### config.mk
export PLATFORM = sky130hd
export DESIGN_NAME = charger_gate_protect_ctrl
export DESIGN_NICKNAME = d
export VERILOG_FILES = /design/src/rtl/gate_protect_pkg.sv /design/src/rtl/charger_gate_protect_ctrl.sv /design/src/rtl/hyst_latch.sv /design/src/rtl/sync2.sv
export VERILOG_INCLUDE_DIRS = /design/src /design/src/rtl
export SDC_FILE = /design/constraint.sdc
export NUM_CORES = 1
export LEC_CHECK = 0
export BUFFER_PORTS_ARGS = -buffer_cell sky130_fd_sc_hd__buf_2
export CORE_MARGIN = 2
export CORE_UTILIZATION = 35
export CTS_CLUSTER_SIZE = 14
export DETAILED_ROUTE_END_ITERATION = 12
export PLACE_DENSITY = 0.6
export RECOVER_POWER = 25
export SLEW_MARGIN = 20
export SYNTH_ARGS = -nofsm -noshare
export SYNTH_HDL_FRONTEND = slang
export SYNTH_HIERARCHICAL = 1
export SYNTH_SLANG_ARGS = --single-unit
### constraint.sdc
create_clock -name pclk -period 4.6 [get_ports pclk]
set_input_delay 0.92 -clock pclk [delete_from_list [all_inputs] [get_ports pclk]]
set_output_delay 0.92 -clock pclk [all_outputs]
set_load 0.01 [all_outputs]
### src/rtl/gate_protect_map.svh
// timing and register map constants for the gate protection controller
`ifndef GATE_PROTECT_MAP_SVH
`define GATE_PROTECT_MAP_SVH
`define CLK_PERIOD_NS 50
`define OSC_FREQ_KHZ 300
`define PERIOD_CYC ((1000000 / `CLK_PERIOD_NS) / `OSC_FREQ_KHZ)
`define DEAD_TIME_NS 30
`define DEAD_CYC ((`DEAD_TIME_NS + `CLK_PERIOD_NS - 1) / `CLK_PERIOD_NS)
`define RECHARGE_NS 80
`define RECHARGE_CYC ((`RECHARGE_NS + `CLK_PERIOD_NS - 1) / `CLK_PERIOD_NS)
`define DETECT_DELAY_US 200
`define DETECT_CYC ((`DETECT_DELAY_US * 1000) / `CLK_PERIOD_NS)
`define ADDR_CTRL 12'h000
`define ADDR_DUTY 12'h004
`define ADDR_STATUS 12'h008
`define ADDR_ID 12'h00c
`define CTRL_RESET 32'h0000_0000
`define DUTY_RESET 8'h00
`define DUTY_W 8
// identity value is arbitrary, it names no real part
`define ID_VALUE 32'h0000_5a5a
`endif

### src/rtl/gate_protect_pkg.sv
// types shared by the gate protection controller
package gate_protect_pkg;
  typedef struct packed {
    logic adapter_supply_ok;
    logic adapter_detect_low;
    logic adapter_present;
    logic adapter_above_batt;
    logic serial_bus_supply_ok;
    logic undercurrent;
    logic batt_over_hi;
    logic batt_over_lo;
    logic batt_short_lo;
    logic batt_short_hi;
    logic input_over_ref;
    logic charge_overcurrent;
    logic temp_hi;
    logic temp_lo;
    logic bias_ok;
  } comp_t;
  typedef enum logic [2:0] {
    ST_OFF = 3'b000,
    ST_HIGH = 3'b001,
    ST_DEAD_HL = 3'b010,
    ST_LOW = 3'b011,
    ST_DEAD_LH = 3'b100
  } drive_state_t;
endpackage : gate_protect_pkg

### src/rtl/charger_gate_protect_ctrl.sv
// gate sequencing, protection gating and apb registers of the charger
`timescale 1ns/1ns
`include "gate_protect_map.svh"
// Operation
// RULE_01 - undercurrent comparator picks non-synchronous mode
// RULE_02 - synchronous: low side on when high off
// RULE_03 - dead time between switch transitions
// RULE_04 - non-sync: short low pulse then off
// RULE_05 - zero duty: both off, no pulse
// RULE_06 - current monitor enabled by supply and detect
// RULE_07 - serial bus active needs three conditions
// RULE_08 - serial supply valid with hysteresis accepts access
// RULE_09 - settings retained while serial supply powered
// RULE_10 - low adapter supply disables bias, charging
// RULE_11 - overvoltage blocks high side with hysteresis
// RULE_12 - discharge sink only while charging
// RULE_13 - battery short clamps current to trickle
// RULE_14 - input current alarm pulls low
// RULE_15 - overcurrent turns high side off
// RULE_16 - thermal shutdown with hysteresis
// RULE_17 - charge start conditions incl. detection delay
// RULE_18 - fixed oscillator sets switching period
// RULE_19 - comparator inputs pass two flip-flops
// RULE_20 - dead and pulse times counted, rounded up
module charger_gate_protect_ctrl
  import gate_protect_pkg::*;
#(
  parameter int unsigned DETECT_CYCLES = `DETECT_CYC
) (
  // apb clock and reset
  input wire logic pclk,
  input wire logic presetn,
  // apb slave
  input wire logic psel,
  input wire logic penable,
  input wire logic pwrite,
  input wire logic [11:0] paddr,
  input wire logic [31:0] pwdata,
  output logic [31:0] prdata,
  output logic pready,
  output logic pslverr,
  // analog comparator decisions
  input wire comp_t comp_in,
  // gate drive and status
  output logic high_gate,
  output logic low_gate,
  output logic gate_drive_supply_en,
  output logic input_current_monitor_en,
  output logic serial_bus_active,
  output logic discharge_sink_en,
  output logic trickle_clamp,
  output logic input_current_alarm_o,
  output logic input_current_alarm_oe,
  output logic adapter_good_output
);
  // ----------------------------------------------------------------
  // input synchronisers
  // ----------------------------------------------------------------
  // a net: each bit has its own synchroniser as driver
  wire comp_t cs;
  genvar gi;
  generate
    for (gi = 0; gi < $bits(comp_t); gi++) begin : g_sync
      sync2 u_sync ( // RULE_19
        .pclk(pclk),
        .presetn(presetn),
        .d(comp_in[gi]),
        .q(cs[gi])
      );
    end
  endgenerate
  // ----------------------------------------------------------------
  // hysteresis flags
  // ----------------------------------------------------------------
  logic sync_mode; // high when current above threshold
  logic ovp_flag;
  logic short_flag;
  logic thermal_shutdown_flag;
  logic bus_supply_flag;
  // undercurrent comparator already holds 13 mV / 8 mV hysteresis
  assign sync_mode = ~cs.undercurrent; // RULE_01
  hyst_latch u_ovp (
    .pclk(pclk), .presetn(presetn),
    .set_i(cs.batt_over_hi), .clr_i(~cs.batt_over_lo), .flag(ovp_flag)
  ); // RULE_11
  hyst_latch u_short (
    .pclk(pclk), .presetn(presetn),
    .set_i(cs.batt_short_lo), .clr_i(cs.batt_short_hi), .flag(short_flag)
  ); // RULE_13
  hyst_latch u_thermal_shutdown (
    .pclk(pclk), .presetn(presetn),
    .set_i(cs.temp_hi), .clr_i(~cs.temp_lo), .flag(thermal_shutdown_flag)
  ); // RULE_16
  // comparator gives 2.7 V rising; falling 250 mV lower is its clear
  assign bus_supply_flag = cs.serial_bus_supply_ok; // RULE_08
  // ----------------------------------------------------------------
  // power gating and enables
  // ----------------------------------------------------------------
  wire detect_ok = cs.adapter_supply_ok & ~cs.adapter_detect_low;
  assign gate_drive_supply_en = detect_ok; // RULE_10
  assign input_current_monitor_en = detect_ok; // RULE_06
  assign serial_bus_active = detect_ok & bus_supply_flag; // RULE_07
  assign adapter_good_output = cs.adapter_present & cs.adapter_supply_ok;
  assign input_current_alarm_o = 1'b0;
  assign input_current_alarm_oe = cs.input_over_ref; // RULE_14
  // ----------------------------------------------------------------
  // detection delay
  // ----------------------------------------------------------------
  logic [15:0] det_cnt_reg;
  logic det_done;
  wire present = cs.adapter_present & cs.adapter_supply_ok;
  always_ff @(posedge pclk or negedge presetn) begin
    if (!presetn) begin
      det_cnt_reg <= 16'h0000;
    end else if (!present) begin
      det_cnt_reg <= 16'h0000;
    end else if (!det_done) begin
      det_cnt_reg <= det_cnt_reg + 16'h0001;
    end
  end
  assign det_done = det_cnt_reg >= DETECT_CYCLES[15:0];
  // ----------------------------------------------------------------
  // registers
  // ----------------------------------------------------------------
  logic [31:0] ctrl_reg;
  logic [`DUTY_W-1:0] duty_reg;
  wire charge_enable = ctrl_reg[0];
  wire charging = charge_enable & present & cs.adapter_above_batt & det_done
                  & cs.bias_ok & ~thermal_shutdown_flag & detect_ok; // RULE_17
  assign discharge_sink_en = charging; // RULE_12
  assign trickle_clamp = short_flag; // RULE_13
  wire acc = psel & penable & serial_bus_active; // RULE_08
  wire wr_ctrl = acc & pwrite & (paddr == `ADDR_CTRL);
  wire wr_duty = acc & pwrite & (paddr == `ADDR_DUTY);
  wire hit = (paddr == `ADDR_CTRL) | (paddr == `ADDR_DUTY)
           | (paddr == `ADDR_STATUS) | (paddr == `ADDR_ID);
  // settings live on the serial supply; only presetn clears them
  always_ff @(posedge pclk or negedge presetn) begin
    if (!presetn) begin
      ctrl_reg <= `CTRL_RESET;
      duty_reg <= `DUTY_RESET;
    end else begin
      if (wr_ctrl) ctrl_reg <= {31'h0, pwdata[0]}; // RULE_09
      if (wr_duty) duty_reg <= pwdata[`DUTY_W-1:0];
    end
  end
  wire [31:0] status_w = {22'h0, short_flag, ovp_flag, thermal_shutdown_flag,
                          sync_mode, charging, det_done, low_gate,
                          high_gate, serial_bus_active, detect_ok};
  wire [31:0] rd_mux = (paddr == `ADDR_CTRL) ? ctrl_reg :
                       (paddr == `ADDR_DUTY) ? {24'h0, duty_reg} :
                       (paddr == `ADDR_STATUS) ? status_w :
                       (paddr == `ADDR_ID) ? `ID_VALUE : 32'h0;
  assign pready = 1'b1;
  assign pslverr = psel & penable & (~hit | ~serial_bus_active);
  always_ff @(posedge pclk or negedge presetn) begin
    if (!presetn) begin
      prdata <= 32'h0;
    end else if (psel & ~penable & ~pwrite) begin
      prdata <= rd_mux;
    end
  end
  // ----------------------------------------------------------------
  // switching period and gate sequencing
  // ----------------------------------------------------------------
  localparam logic [7:0] PER = 8'(`PERIOD_CYC);
  localparam logic [7:0] DEAD = 8'(`DEAD_CYC);
  localparam logic [7:0] RCH = 8'(`RECHARGE_CYC);
  logic [7:0] phase_reg;
  logic [7:0] tmr_reg;
  logic [7:0] tmr_next;
  drive_state_t st_reg;
  drive_state_t st_next;
  wire period_start = (phase_reg == PER - 8'h01);
  always_ff @(posedge pclk or negedge presetn) begin
    if (!presetn) begin
      phase_reg <= 8'h00;
    end else begin
      phase_reg <= period_start ? 8'h00 : phase_reg + 8'h01; // RULE_18
    end
  end
  // duty scaled to the period: on while phase*256 < duty*per
  wire [15:0] duty_thr = 16'(duty_reg) * 16'(PER);
  wire on_window = ({phase_reg, 8'h00} < duty_thr);
  wire zero_duty = (duty_reg == `DUTY_RESET);
  wire hs_block = ovp_flag | cs.charge_overcurrent | thermal_shutdown_flag
                | ~charging; // RULE_11 RULE_15 RULE_16
  wire want_high = on_window & ~hs_block & ~zero_duty;
  wire tmr_done = (tmr_reg == 8'h00);
  always_comb begin
    st_next = st_reg;
    tmr_next = tmr_done ? 8'h00 : tmr_reg - 8'h01;
    case (st_reg)
      ST_OFF: begin
        if (want_high) begin
          st_next = ST_HIGH;
        end else if (sync_mode & ~zero_duty & charging) begin
          st_next = ST_DEAD_HL;
          tmr_next = DEAD - 8'h01;
        end
      end
      ST_HIGH: begin
        if (!want_high) begin
          st_next = ST_DEAD_HL; // RULE_03
          tmr_next = DEAD - 8'h01;
        end
      end
      ST_DEAD_HL: begin
        if (tmr_done) begin
          if (zero_duty | ~charging) begin
            st_next = ST_OFF; // RULE_05
          end else begin
            st_next = ST_LOW;
            tmr_next = RCH - 8'h01; // RULE_20
          end
        end
      end
      ST_LOW: begin
        if (want_high | zero_duty | ~charging) begin
          st_next = ST_DEAD_LH; // RULE_03
          tmr_next = DEAD - 8'h01;
        end else if (!sync_mode & tmr_done) begin
          st_next = ST_OFF; // RULE_04
        end
      end
      ST_DEAD_LH: begin
        // straight to high: an extra off cycle would stretch the gap
        if (tmr_done & want_high) begin
          st_next = ST_HIGH; // RULE_03
        end else if (tmr_done) begin
          st_next = ST_OFF;
        end
      end
      default: begin
        st_next = ST_OFF;
        tmr_next = 8'h00;
      end
    endcase
  end
  always_ff @(posedge pclk or negedge presetn) begin
    if (!presetn) begin
      st_reg <= ST_OFF;
      tmr_reg <= 8'h00;
      high_gate <= 1'b0;
      low_gate <= 1'b0;
    end else begin
      st_reg <= st_next;
      tmr_reg <= tmr_next;
      high_gate <= (st_next == ST_HIGH);
      low_gate <= (st_next == ST_LOW); // RULE_02
    end
  end
endmodule : charger_gate_protect_ctrl

### src/rtl/hyst_latch.sv
// set/clear hysteresis flag from two threshold comparators
`timescale 1ns/1ns
module hyst_latch (
  // clock and reset
  input wire logic pclk,
  input wire logic presetn,
  // thresholds
  input wire logic set_i,
  input wire logic clr_i,
  output logic flag
);
  // set wins over clear
  always_ff @(posedge pclk or negedge presetn) begin
    if (!presetn) begin
      flag <= 1'b0;
    end else if (set_i) begin
      flag <= 1'b1;
    end else if (clr_i) begin
      flag <= 1'b0;
    end
  end
endmodule : hyst_latch

### src/rtl/sync2.sv
// two flip-flop synchroniser, one bit
`timescale 1ns/1ns
module sync2 (
  // clock and reset
  input wire logic pclk,
  input wire logic presetn,
  // data
  input wire logic d,
  output logic q
);
  logic meta_reg;
  always_ff @(posedge pclk or negedge presetn) begin
    if (!presetn) begin
      meta_reg <= 1'b0;
      q <= 1'b0;
    end else begin
      meta_reg <= d;
      q <= meta_reg;
    end
  end
endmodule : sync2
==> out/results.ini, run 1 <==
[status]
status=finished, violations left
violations=capacitance limit, slew limit

[setup_path]
critPathMaxFanout=8
required_ns=4.85
crit_top_cell=ha_1
critPathLaunchType=flop
cp_top_family=adder cells
crit_cells=12
cp-startpoint=duty_reg[7]$_DFFE_PN0P_
critPathMaxStageDelay_ns=0.50
path_cells=ha_1 > ha_1 > ha_1 > fa_1 > inv_1 > ha_1 > or4bb_1 > nor4_2 > o21ai_1 > nor2b_4 > a311o_4 > o32ai_2
worstReg2RegStart=duty_reg[7]$_DFFE_PN0P_
path_class=flop to flop
cp_num_buf_inv=1
r2r-end=tmr_reg[0]$_DFF_PN0_
cp_slowest_cell=or4bb_1
reg2reg_slack_ns=0.84
critPathArrivalTime_ns=4.02
rr_worst_depth=12
critPathCapture=tmr_reg[0]$_DFF_PN0_
end_kind=flop

[power]
vdd_drop_max_mv=0.1726
finalPower_mw=1.583
leakage_nw=2.410
power_density_nw_per_um2=327.2

[sta]
max_freq_mhz=265.6
setup_viol=0
finalHoldViolCount=0
clock_skew_ns=0.008487
drv_slew=59
hold_ws_ns=0.3469
tns_ns=0
tightest_slew_ns=2.990
slew_headroom_pct=-99.32
finalCritPeriodShare_pct=81.84
rsz0062_at_grt=false
fin_crit_ns=3.765

[synthesis]
ys_seq_area_share_pct=53.68
synth_area_per_cell_um2=10.90
yosys_register_bits=90
synth_edf_count=0
netlist_instances=385
synth_area_um2=4195
ys_types=48
synthFlopType=dfrtp_1
async_flop_share_pct=100.0
ys_warn_count=6

[die]
die_w_um=113.5
ioPinCount=108
core_um2=11560
floorplan.initialDensity_pct=36.28
die_y_um=113.5
std_cell_rows=39
die_area_um2=12880

[finish]
layout.nets=532
final_area_um2=4837
drive_above_1_share_pct=21.95
largest_reg_flops=16
final_cell_count_no_fill=594
diodes=0
syn2layout_area_growth_pct=15.30

[route]
totalWireLength_um=8265
remaining_drc_errors=0
wl_per_cell_um=13.91
dr.pass1.iters=5
vias=2879
drtIter0Drc=147
vias_per_cell=4.847
ant_nets=0

[grt]
antenna_found_initial=0
track_usage_pct=13.59
grt_overflow=0
grt_pass1_wl_um=13590
grt_max_degree=59
grt_pass1_vias=2728

[cts]
clk_pin_slew_worst_paths_ns=0.06
numCtsBuffers=9
cts_tree=done
ctsHtreeMaxLevel=3
clk_latency_ns=0.35
cts_resized=0
postCtsHoldBufs=0
root_buffer=clkbuf_16
clock-sinks=90
cts_buffer_depth=2
post_cts_buffers=0

[placement]
portBuffers=62
place_hpwl_um=6102
gp_congestion=0.7867
placed_area_um2=4556
placed_cells=578

[min_path]
hold_path_class=flop to flop
min_delay_path_depth=0

[job]
drv_cap=1

-- worst reg2reg max path, stage by stage, from the launching register on --
cell	delay, ns
dfrtp_1	0.46
ha_1	0.31
ha_1	0.29
ha_1	0.22
fa_1	0.48
inv_1	0.04
ha_1	0.28
or4bb_1	0.50
nor4_2	0.19
o21ai_1	0.13
nor2b_4	0.15
a311o_4	0.48
o32ai_2	0.13
-- power breakdown --
part	total [mW]	internal, mW	switching [mW]
Combinational	0.0642	0.0201	0.0440
Clock	0.704	0.375	0.328
Sequential	0.815	0.807	0.00798
Total	1.58	1.20	0.380
-- cell usage after synthesis (6+ instances only) --
| cell type | n | area [µm²] |
|---|---|---|
| a21oi_1 | 13 | 65.06 |
| and3_1 | 6 | 37.54 |
| buf_4 | 24 | 180.2 |
| clkbuf_1 | 8 | 30.03 |
| dfrtp_1 | 90 | 2252 |
| ha_1 | 21 | 262.8 |
| inv_1 | 21 | 78.83 |
| mux2_2 | 10 | 112.6 |
| nand2_1 | 30 | 112.6 |
| nand3_1 | 13 | 65.06 |
| nand4_1 | 7 | 43.79 |
| nor2_1 | 40 | 150.1 |
| nor4_1 | 8 | 50.05 |
| o21ai_0 | 12 | 60.06 |
| xnor2_1 | 11 | 96.34 |
| xor2_1 | 12 | 105.1 |
-- layout make-up --
cell class                 count  area (µm²)
tap                          143       178.9
sequential                    90        2252
multi-input combinational    260        1718
clock inverter                 7       60.06
clock buffer                   9       225.2
fill                        1099        6728
inverter                      21       78.83
timing repair buffer          64       324.1
-- how the worst min path moves through the flow --
| stage | startpoint | end | slack (ns) |
|---|---|---|---|
| after CTS | g_sync[5].u_sync/meta_reg$_DFF_PN0_ | g_sync[5].u_sync/q$_DFF_PN0_ | 0.35 |
| final | g_sync[3].u_sync/meta_reg$_DFF_PN0_ | g_sync[3].u_sync/q$_DFF_PN0_ | 0.35 |
| after floorplan | g_sync[0].u_sync/meta_reg$_DFF_PN0_ | g_sync[0].u_sync/q$_DFF_PN0_ | 0.33 |
| after global routing | g_sync[3].u_sync/meta_reg$_DFF_PN0_ | g_sync[3].u_sync/q$_DFF_PN0_ | 0.35 |
| after global placement | g_sync[7].u_sync/meta_reg$_DFF_PN0_ | g_sync[7].u_sync/q$_DFF_PN0_ | 0.33 |
| after detailed placement | g_sync[5].u_sync/meta_reg$_DFF_PN0_ | g_sync[5].u_sync/q$_DFF_PN0_ | 0.33 |
-- cell usage in the layout (no fill, tap or decap), types with 2 or more instances in the layout --
master      count
a31oi_1         2
nor4_1          8
clkinvlp_4      2
xor2_1         12
nor3_1          3
a21o_1          5
xnor2_1        11
o21ai_0        12
inv_1          21
ha_1           21
o31ai_1         4
or3_1           5
nand2_1        30
conb_1         21
a21oi_1        13
o211ai_1        4
and3_1          6
nor2b_1         3
inv_8           2
clkbuf_16       9
buf_2          61
a22oi_1         3
buf_4           2
dfrtp_1        90
nand4_1         7
nor2_1         40
mux2i_1         2
or2b_1          2
o41ai_1         4
nand3_1        13
mux2_2         10
-- kinds of logic after synthesis --
logic type      synth area share, %
buf+inv                       7.068
simple gates                  15.15
compound gates                9.216
xor+xnor                      4.802
fa+ha+maj                     6.740
mux                           3.161
flops                         53.68
other cells                  0.1790
-- metal layers --
metal	share of wire [%]	wire length, µm	GRT usage, %	vias to the layer above
met1	48	3971	18.52	1378
met4	1.6	131	6.911	0
met2	46	3777	20.64	85
met3	4.6	384	2.816	9
met5	0	0	0	-
li1	-	-	-	1407
-- stage by stage --
stage	util, %	setup slack [ns]
after detailed placement	39.39	0.8537
after global placement	39.39	0.8727
final	41.83	0.8355
after floorplan	-	1.072
after global routing	41.83	0.6158
after CTS	41.86	0.8143
Note: power is estimated with default switching activity, not from simulation.
==> run 2: changes to the inputs <==
Settings changed: ABC_AREA set to 1, PLACE_DENSITY 0.6 to 0.59.
Clock period 4.6 ns to 3.87 ns, I/O delays scaled along.
==> run 2 against run 1 <==
Against the previous run: the run still ends with capacitance limit, slew limit left; hold slack better by 0.0011 ns; die area up 15%; critical path type unchanged; clock-buffer cell count up 1; via count up 35%; global-route usage up 1.2 points; fmax up 6.9%; largest power group unchanged; critical path depth up 7; highest routed layer unchanged.
==> out/results.ini, run 2 <==
[synthesis]
ys_warn_count=6  ; unchanged
synth_area_leaders=dfrtp_1 (46%), nand2_1 (8.2%), inv_1 (7.0%), ha_1 (5.4%), nor2_1 (4.4%)  ; was dfrtp_1 (54%), ha_1 (6.3%), buf_4 (4.3%), nor2_1 (3.6%), mux2_2 (2.7%)
async_flop_share_pct=100.0  ; unchanged
synth_area_per_cell_um2=8.306  ; was 10.90 µm²
synthFlopType=dfrtp_1  ; unchanged
synth_top_area_cell=dfrtp_1  ; unchanged
netlist_instances=584  ; was 385
yosys-top-cells-count=nand2_1 (106), inv_1 (91), dfrtp_1 (90), nor2_1 (57), nand3_1 (37)  ; was dfrtp_1 (90), nor2_1 (40), nand2_1 (30), buf_4 (24)
ys_types=45  ; was 48
yosys.cell_count.top_type=nand2_1  ; was dfrtp_1
synth_top_area_share_pct=46.43  ; was 53.68%
yosys_register_bits=90  ; unchanged
ys_seq_area_share_pct=46.43  ; was 53.68%
synth_edf_count=0  ; unchanged
synth_area_um2=4851  ; was 4195 µm²

[cts]
clk_pin_slew_worst_paths_ns=0.06  ; about the same
cts_tree=done  ; unchanged
clk_latency_ns=0.33  ; was 0.35 ns
numCtsBuffers=9  ; unchanged
cts_buffer_depth=2  ; unchanged
root_buffer=clkbuf_16  ; unchanged
clock-sinks=90  ; unchanged
ctsHtreeMaxLevel=3  ; unchanged
postCtsHoldBufs=0  ; unchanged

[setup_path]
worstReg2RegStart=duty_reg[2]$_DFFE_PN0P_  ; was duty_reg[7]$_DFFE_PN0P_
end_kind=flop  ; unchanged
required_ns=4.13  ; was 4.85 ns
path_cells=ha_1 > ha_1 > ha_1 > fa_1 > nand2_1 > a21oi_1 > xor2_1 > ha_1 > nand2_1 > inv_1 > nand2_1 > nor2_1 > nand2_1 > nand3_1 > nor2_4 > nor3_4 > buf_4 > nand3_1 > nand4_1  ; was ha_1 > ha_1 > ha_1 > fa_1 > inv_1 > ha_1 > or4bb_1 > nor4_2 > o21ai_1 > nor2b_4 > a311o_4 > o32ai_2
cp_slowest_cell=fa_1  ; was or4bb_1
critPathMaxStageDelay_ns=0.42  ; was 0.50 ns
path_class=flop to flop  ; unchanged
cp-startpoint=duty_reg[2]$_DFFE_PN0P_  ; was duty_reg[7]$_DFFE_PN0P_
critPathLaunchType=flop  ; unchanged
critPathArrivalTime_ns=3.79  ; was 4.02 ns
critPathMaxFanout=6  ; was 8

[power]
vdd_drop_max_mv=0.2484  ; was 0.1726 mV
power.internal_mw=1.553  ; was 1.203 mW
netSwitchingFraction_pct=21.60  ; was 24.03%
leakage_nw=2.899  ; was 2.410 nW
power_density_nw_per_um2=353.8  ; was 327.2 nW/µm²
p_clk_share_pct=47.1  ; was 44.5%
seq_power_share_pct=48.8  ; was 51.5%
p_sw_uw=427.8  ; was 380.3 µW
comb_power_share_pct=4.1  ; about the same

[sta]
setup_viol=0  ; unchanged
max_freq_mhz=284.0  ; was 265.6 MHz
rsz0062_at_grt=false  ; unchanged
finalCritPeriodShare_pct=91.00  ; was 81.84%
slew_headroom_pct=-41.07  ; was -99.32%
tns_ns=0  ; unchanged
fin_crit_ns=3.522  ; was 3.765 ns
tightest_slew_ns=2.116  ; was 2.990 ns
drv_slew=40  ; was 59
finalHoldViolCount=0  ; unchanged
clock_skew_ns=0.004886  ; was 0.008487 ns

[grt]
track_usage_pct=14.74  ; was 13.59%
top_usage_layer=met2  ; unchanged
use_met1_pct=18.71  ; was 18.52%
antenna_found_initial=0  ; unchanged
grt_pass1_wl_um=17450  ; was 13,590 µm
use_met2_pct=25.53  ; was 20.64%
grt_overflow=0  ; unchanged
grt_pass1_vias=3828  ; was 2,728
grt_use_met3_pct=2.903  ; was 2.816%
grt_max_degree=52  ; was 59

[finish]
diodes=0  ; unchanged
syn2layout_area_growth_pct=15.40  ; was 15.30%
mostFrequentLayoutCells=nand2_1 (106), inv_1 (91), dfrtp_1 (90)  ; was dfrtp_1 (90), buf_2 (61), nor2_1 (40)
largest_reg_flops=16  ; unchanged
layout.nets=736  ; was 532
ff_latch_area_um2=2252  ; unchanged
multiInputGateArea_um2=2087  ; was 1718 µm²
nFillCells=1396  ; was 1,099
drive_above_1_share_pct=17.25  ; was 21.95%
layout_commonest_cell=nand2_1  ; was dfrtp_1
final_cell_count_no_fill=835  ; was 594

[die]
std_cell_rows=43  ; was 39
floorplan.initialDensity_pct=35.36  ; was 36.28%
die_area_um2=14820  ; was 12,880 µm²
die_w_um=121.7  ; was 113.5 µm
ioPinCount=108  ; unchanged
core_um2=13720  ; was 11,560 µm²
die_y_um=121.7  ; was 113.5 µm

[route]
wl_per_cell_um=12.28  ; was 13.91 µm
ant_nets=0  ; unchanged
totalWireLength_um=10260  ; was 8265 µm
drtIter0Drc=208  ; was 147
remaining_drc_errors=0  ; unchanged
dr.pass1.iters=4  ; was 5
vias_per_cell=4.669  ; was 4.847
vias=3899  ; was 2,879

[placement]
gp_congestion=0.8227  ; was 0.7867
place_hpwl_um=7658  ; was 6102 µm
portBuffers=62  ; unchanged
placed_cells=817  ; was 578

[job]
drv_cap=1  ; unchanged

[min_path]
worstHoldStart=g_sync[2].u_sync/meta_reg$_DFF_PN0_  ; was g_sync[3].u_sync/meta_reg$_DFF_PN0_
hold_path_class=flop to flop  ; unchanged

[status]
status=finished, violations left  ; unchanged
violations=capacitance limit, slew limit  ; unchanged

[run 2: worst max-delay path: cells and delay by family, from the launching register on]
kind	cells	cell delay (ns)
buffers and inverters	2	0.26
XOR/XNOR	1	0.16
AND/OR/NAND/NOR	10	0.99
flip-flops	1	0.40
AO/OA/AOI/OAI	1	0.08
adder cells (fa/ha/maj)	5	1.56
[run 2: power by group through the flow]
stage          sequential [mW]  clock, mW  combinational (mW)
6_report                 0.967      0.933              0.0806
3_3_place_gp             0.984          0              0.0811
2_1_floorplan            0.984          0              0.0479
3_5_place_dp             0.985          0              0.0833
5_1_grt                  0.968      0.998              0.0933
4_1_cts                  0.967      0.956              0.0838
[run 2: timing repair]
action / 4_1_cts / 5_1_grt
gates resized for setup: 0 / 1
setup buffers: 0 / 2
endpoints found under the setup margin: 0 / 2
[run 2: worst paths after layout]
check / endpoint / slack [ns] / depth (start not counted)
setup / recovery: tmr_reg[4]$_DFF_PN0_ / 0.35 / 19
hold / removal: g_sync[2].u_sync/q$_DFF_PN0_ / 0.35 / 0
setup reg to reg: tmr_reg[4]$_DFF_PN0_ / 0.35 / 19
hold reg to reg: g_sync[2].u_sync/q$_DFF_PN0_ / 0.35 / 0
max in group asynchronous: tmr_reg[4]$_DFF_PN0_ / 1.49 / 2
min in group asynchronous: g_sync[4].u_sync/meta_reg$_DFF_PN0_ / 0.56 / 2
[run 2: kinds of logic (layout without fill, tap and decap cells)]
| kind of cell | count (synthesis) | in the layout | share of synthesized area, % |
|---|---|---|---|
| XOR/XNOR | 10 | 10 | 1.806 |
| adder cells (fa/ha/maj) | 22 | 22 | 5.829 |
| multiplexers | 1 | 1 | 0.2321 |
| AO/OA/AOI/OAI | 76 | 76 | 8.925 |
| other | 2 | 21 | 0.1548 |
| buffers and inverters | 128 | 180 | 12.02 |
| flip-flops | 90 | 90 | 46.43 |
| AND/OR/NAND/NOR | 255 | 255 | 24.61 |
[run 2: through the flow]
stage | hold slack, ns | power, mW | util [%] | cell area [µm²] | setup WS [ns]
2_1_floorplan | 0.3312 | 1.032 | - | 4922 | 0.6313
3_3_place_gp | 0.3320 | 1.066 | 38.38 | 5265 | 0.3345
3_5_place_dp | 0.3347 | 1.068 | 38.38 | 5265 | 0.2455
4_1_cts | 0.3488 | 2.006 | 40.71 | 5585 | 0.2210
5_1_grt | 0.3539 | 2.060 | 40.80 | 5598 | 0.06239
6_report | 0.3480 | 1.981 | 40.80 | 5598 | 0.3483
[run 2: per-layer routing]
metal | share of wire [%] | vias to the layer above | routed length [µm]
li1 | - | 1963 | -
met5 | 0 | - | 0
met1 | 46 | 1839 | 4695
met4 | 0.76 | 0 | 78
met2 | 49 | 91 | 5064
met3 | 4.1 | 6 | 416
[run 2: area by class of cell]
type | instances | share of cell area, %
Sequential cell | 90 | 40.23
Timing Repair Buffer | 67 | 6.191
Clock buffer | 10 | 4.090
Clock inverter | 6 | 1.632
Multi-Input combinational cell | 385 | 37.28
Inverter | 97 | 6.549
Tap cell | 180 | 4.023
==> run 3: changes to the inputs <==
Settings changed: BUFFER_PORTS_ARGS -buffer_cell sky130_fd_sc_hd__buf_2 to not set, DONT_BUFFER_PORTS set to 1, PLACE_DENSITY 0.59 to 0.52.
==> run 3 against run 2 <==
Against the previous run: the flow now finishes without violations; clock power about the same; largest power group unchanged; utilization down 2.4 points; highest routed layer is now met5; final area down 5.8%; wire length down 1.7%; critical path type unchanged; clock skew up 0.0036 ns.
==> out/results.ini, run 3 (synthesized netlist as in run 2, its figures left out) <==
[cts]
postCtsHoldBufs=0  ; unchanged
clock-sinks=90  ; unchanged
numCtsBuffers=9  ; unchanged
cts_resized=0  ; unchanged
cts_tree=done  ; unchanged
clk_pin_slew_worst_paths_ns=0.07  ; was 0.06 ns
root_buffer=clkbuf_16  ; unchanged
post_cts_buffers=0  ; unchanged
clk_latency_ns=0.34  ; was 0.33 ns
cts_buffer_depth=2  ; unchanged
ctsHtreeMaxLevel=3  ; unchanged

[sta]
rsz0062_at_grt=false  ; unchanged
slew_headroom_pct=52.22  ; was -41.07%
hold_ws_ns=0.1278  ; was 0.3480 ns
max_freq_mhz=285.2  ; was 284.0 MHz
tightest_slew_ns=0.7140  ; was 2.116 ns
finalHoldViolCount=0  ; unchanged
tns_ns=0  ; unchanged
fin_crit_ns=3.507  ; was 3.522 ns
clock_skew_ns=0.008437  ; was 0.004886 ns
drv_slew=0  ; was 40
setup_viol=0  ; unchanged
finalCritPeriodShare_pct=90.61  ; was 91.00%
finalWorstSetupSlack_ns=0.3633  ; was 0.3483 ns

[setup_path]
critPathMaxStageDelay_ns=0.40  ; was 0.42 ns
cp_slowest_cell=dfrtp_1  ; was fa_1
required_ns=4.14  ; was 4.13 ns
critPathMaxFanout=17  ; was 6
critPathArrivalTime_ns=3.77  ; was 3.79 ns
path_class=flop to flop  ; unchanged
critPathLaunchType=flop  ; unchanged
reg2reg_slack_ns=0.36  ; was 0.35 ns
path_cells=ha_1 > ha_1 > ha_1 > fa_1 > nand2_1 > a21oi_1 > xor2_1 > ha_1 > nand2_1 > inv_1 > nand2_1 > inv_1 > nand2_1 > nand3_1 > nor2_4 > nand2_2 > inv_4 > nand3_1 > o21ai_0 > inv_1 > nand4_1  ; was ha_1 > ha_1 > ha_1 > fa_1 > nand2_1 > a21oi_1 > xor2_1 > ha_1 > nand2_1 > inv_1 > nand2_1 > nor2_1 > nand2_1 > nand3_1 > nor2_4 > nor3_4 > buf_4 > nand3_1 > nand4_1
end_kind=flop  ; unchanged
cp_top_family=adder cells  ; unchanged
cp_num_buf_inv=4  ; was 2

[grt]
antenna_found_initial=1  ; was 0
grt_overflow=0  ; unchanged
grt_pass1_wl_um=16870  ; was 17,450 µm
track_usage_pct=14.58  ; was 14.74%
grt_pass1_vias=3487  ; was 3,828
grt_max_degree=91  ; was 52

[power]
power_density_nw_per_um2=367.6  ; was 353.8 nW/µm²
vdd_drop_max_mv=0.3436  ; was 0.2484 mV
leakage_nw=2.611  ; was 2.899 nW
finalPower_mw=1.938  ; was 1.981 mW

[route]
wl_per_cell_um=13.08  ; was 12.28 µm
ant_nets=0  ; unchanged
dr.pass1.iters=4  ; unchanged
vias_per_cell=4.685  ; was 4.669
remaining_drc_errors=0  ; unchanged
vias=3612  ; was 3,899
totalWireLength_um=10090  ; was 10,260 µm
drtIter0Drc=180  ; was 208

[die]
floorplan.initialDensity_pct=35.36  ; unchanged
ioPinCount=108  ; unchanged
core_um2=13720  ; unchanged
die_y_um=121.7  ; unchanged
die_area_um2=14820  ; unchanged
die_w_um=121.7  ; unchanged
std_cell_rows=43  ; unchanged

[placement]
portBuffers=0  ; was 62
gp_congestion=0.8274  ; was 0.8227
place_hpwl_um=7470  ; was 7658 µm
pre_cts_slack_ns=0.2363  ; was 0.2455 ns

[job]
drv_cap=0  ; was 1

[finish]
mostFrequentLayoutCells=nand2_1 (106), inv_1 (91), dfrtp_1 (90)  ; unchanged
diodes=0  ; unchanged
largest_reg_flops=16  ; unchanged
layout.nets=672  ; was 736
layout_commonest_cell=nand2_1  ; unchanged
drive_above_1_share_pct=8.291  ; was 17.25%
syn2layout_area_growth_pct=8.667  ; was 15.40%
fin_util_pct=38.42  ; was 40.80%

[min_path]
hold_path_class=input port to async pin  ; was flop to flop

[status]
status=complete, no violations  ; was finished, violations left

==> run 3: final cells by class <==
cell class              count  area [µm²]
inverters                  97       366.6
clock inverters             5       85.08
multi-input cells         385        2087
well taps                 180       225.2
clock buffers              11       232.7
repair buffers              3       22.52
fillers                  1391        8448
flip-flops and latches     90        2252
==> run 3: worst paths after layout <==
check | startpoint | end | depth (start not counted)
worst min-delay path | presetn | duty_reg[5]$_DFFE_PN0P_ | 0
worst max register to register | duty_reg[2]$_DFFE_PN0P_ | tmr_reg[4]$_DFF_PN0_ | 21
max in group asynchronous | presetn | g_sync[6].u_sync/meta_reg$_DFF_PN0_ | 0
worst max-delay path | duty_reg[2]$_DFFE_PN0P_ | tmr_reg[4]$_DFF_PN0_ | 21
min in group pclk | g_sync[6].u_sync/meta_reg$_DFF_PN0_ | g_sync[6].u_sync/q$_DFF_PN0_ | 0
worst min register to register | g_sync[6].u_sync/meta_reg$_DFF_PN0_ | g_sync[6].u_sync/q$_DFF_PN0_ | 0
==> run 3: worst register-to-register path, delay by kind of cell, from the launching register on <==
family,cells,cell delay (ns)
compound gates,2,0.19
xor+xnor,1,0.17
fa+ha+maj,5,1.54
buf+inv,4,0.29
flops,1,0.40
simple gates,9,0.83
==> run 3: metrics by stage <==
stage                     cell area, µm²  instances
after floorplan                     4922        603
after global placement              4952        755
after detailed placement            4952        755
after CTS                           5270        771
after global routing                5271        771
final                               5271        771
==> run 3: per-layer routing <==
metal / track usage, % / share of wire, % / up-vias
li1: - / - / 1824
met1: 18.27 / 45 / 1689
met2: 23.42 / 46 / 87
met3: 5.899 / 6.8 / 10
met4: 3.951 / 1.3 / 2
met5: 0 / 0.13 / -
==> run 3: power breakdown <==
part           internal [mW]  switching [mW]  total [mW]
logic                0.00780          0.0291      0.0369
clock network          0.571           0.363       0.933
registers              0.960         0.00803       0.968
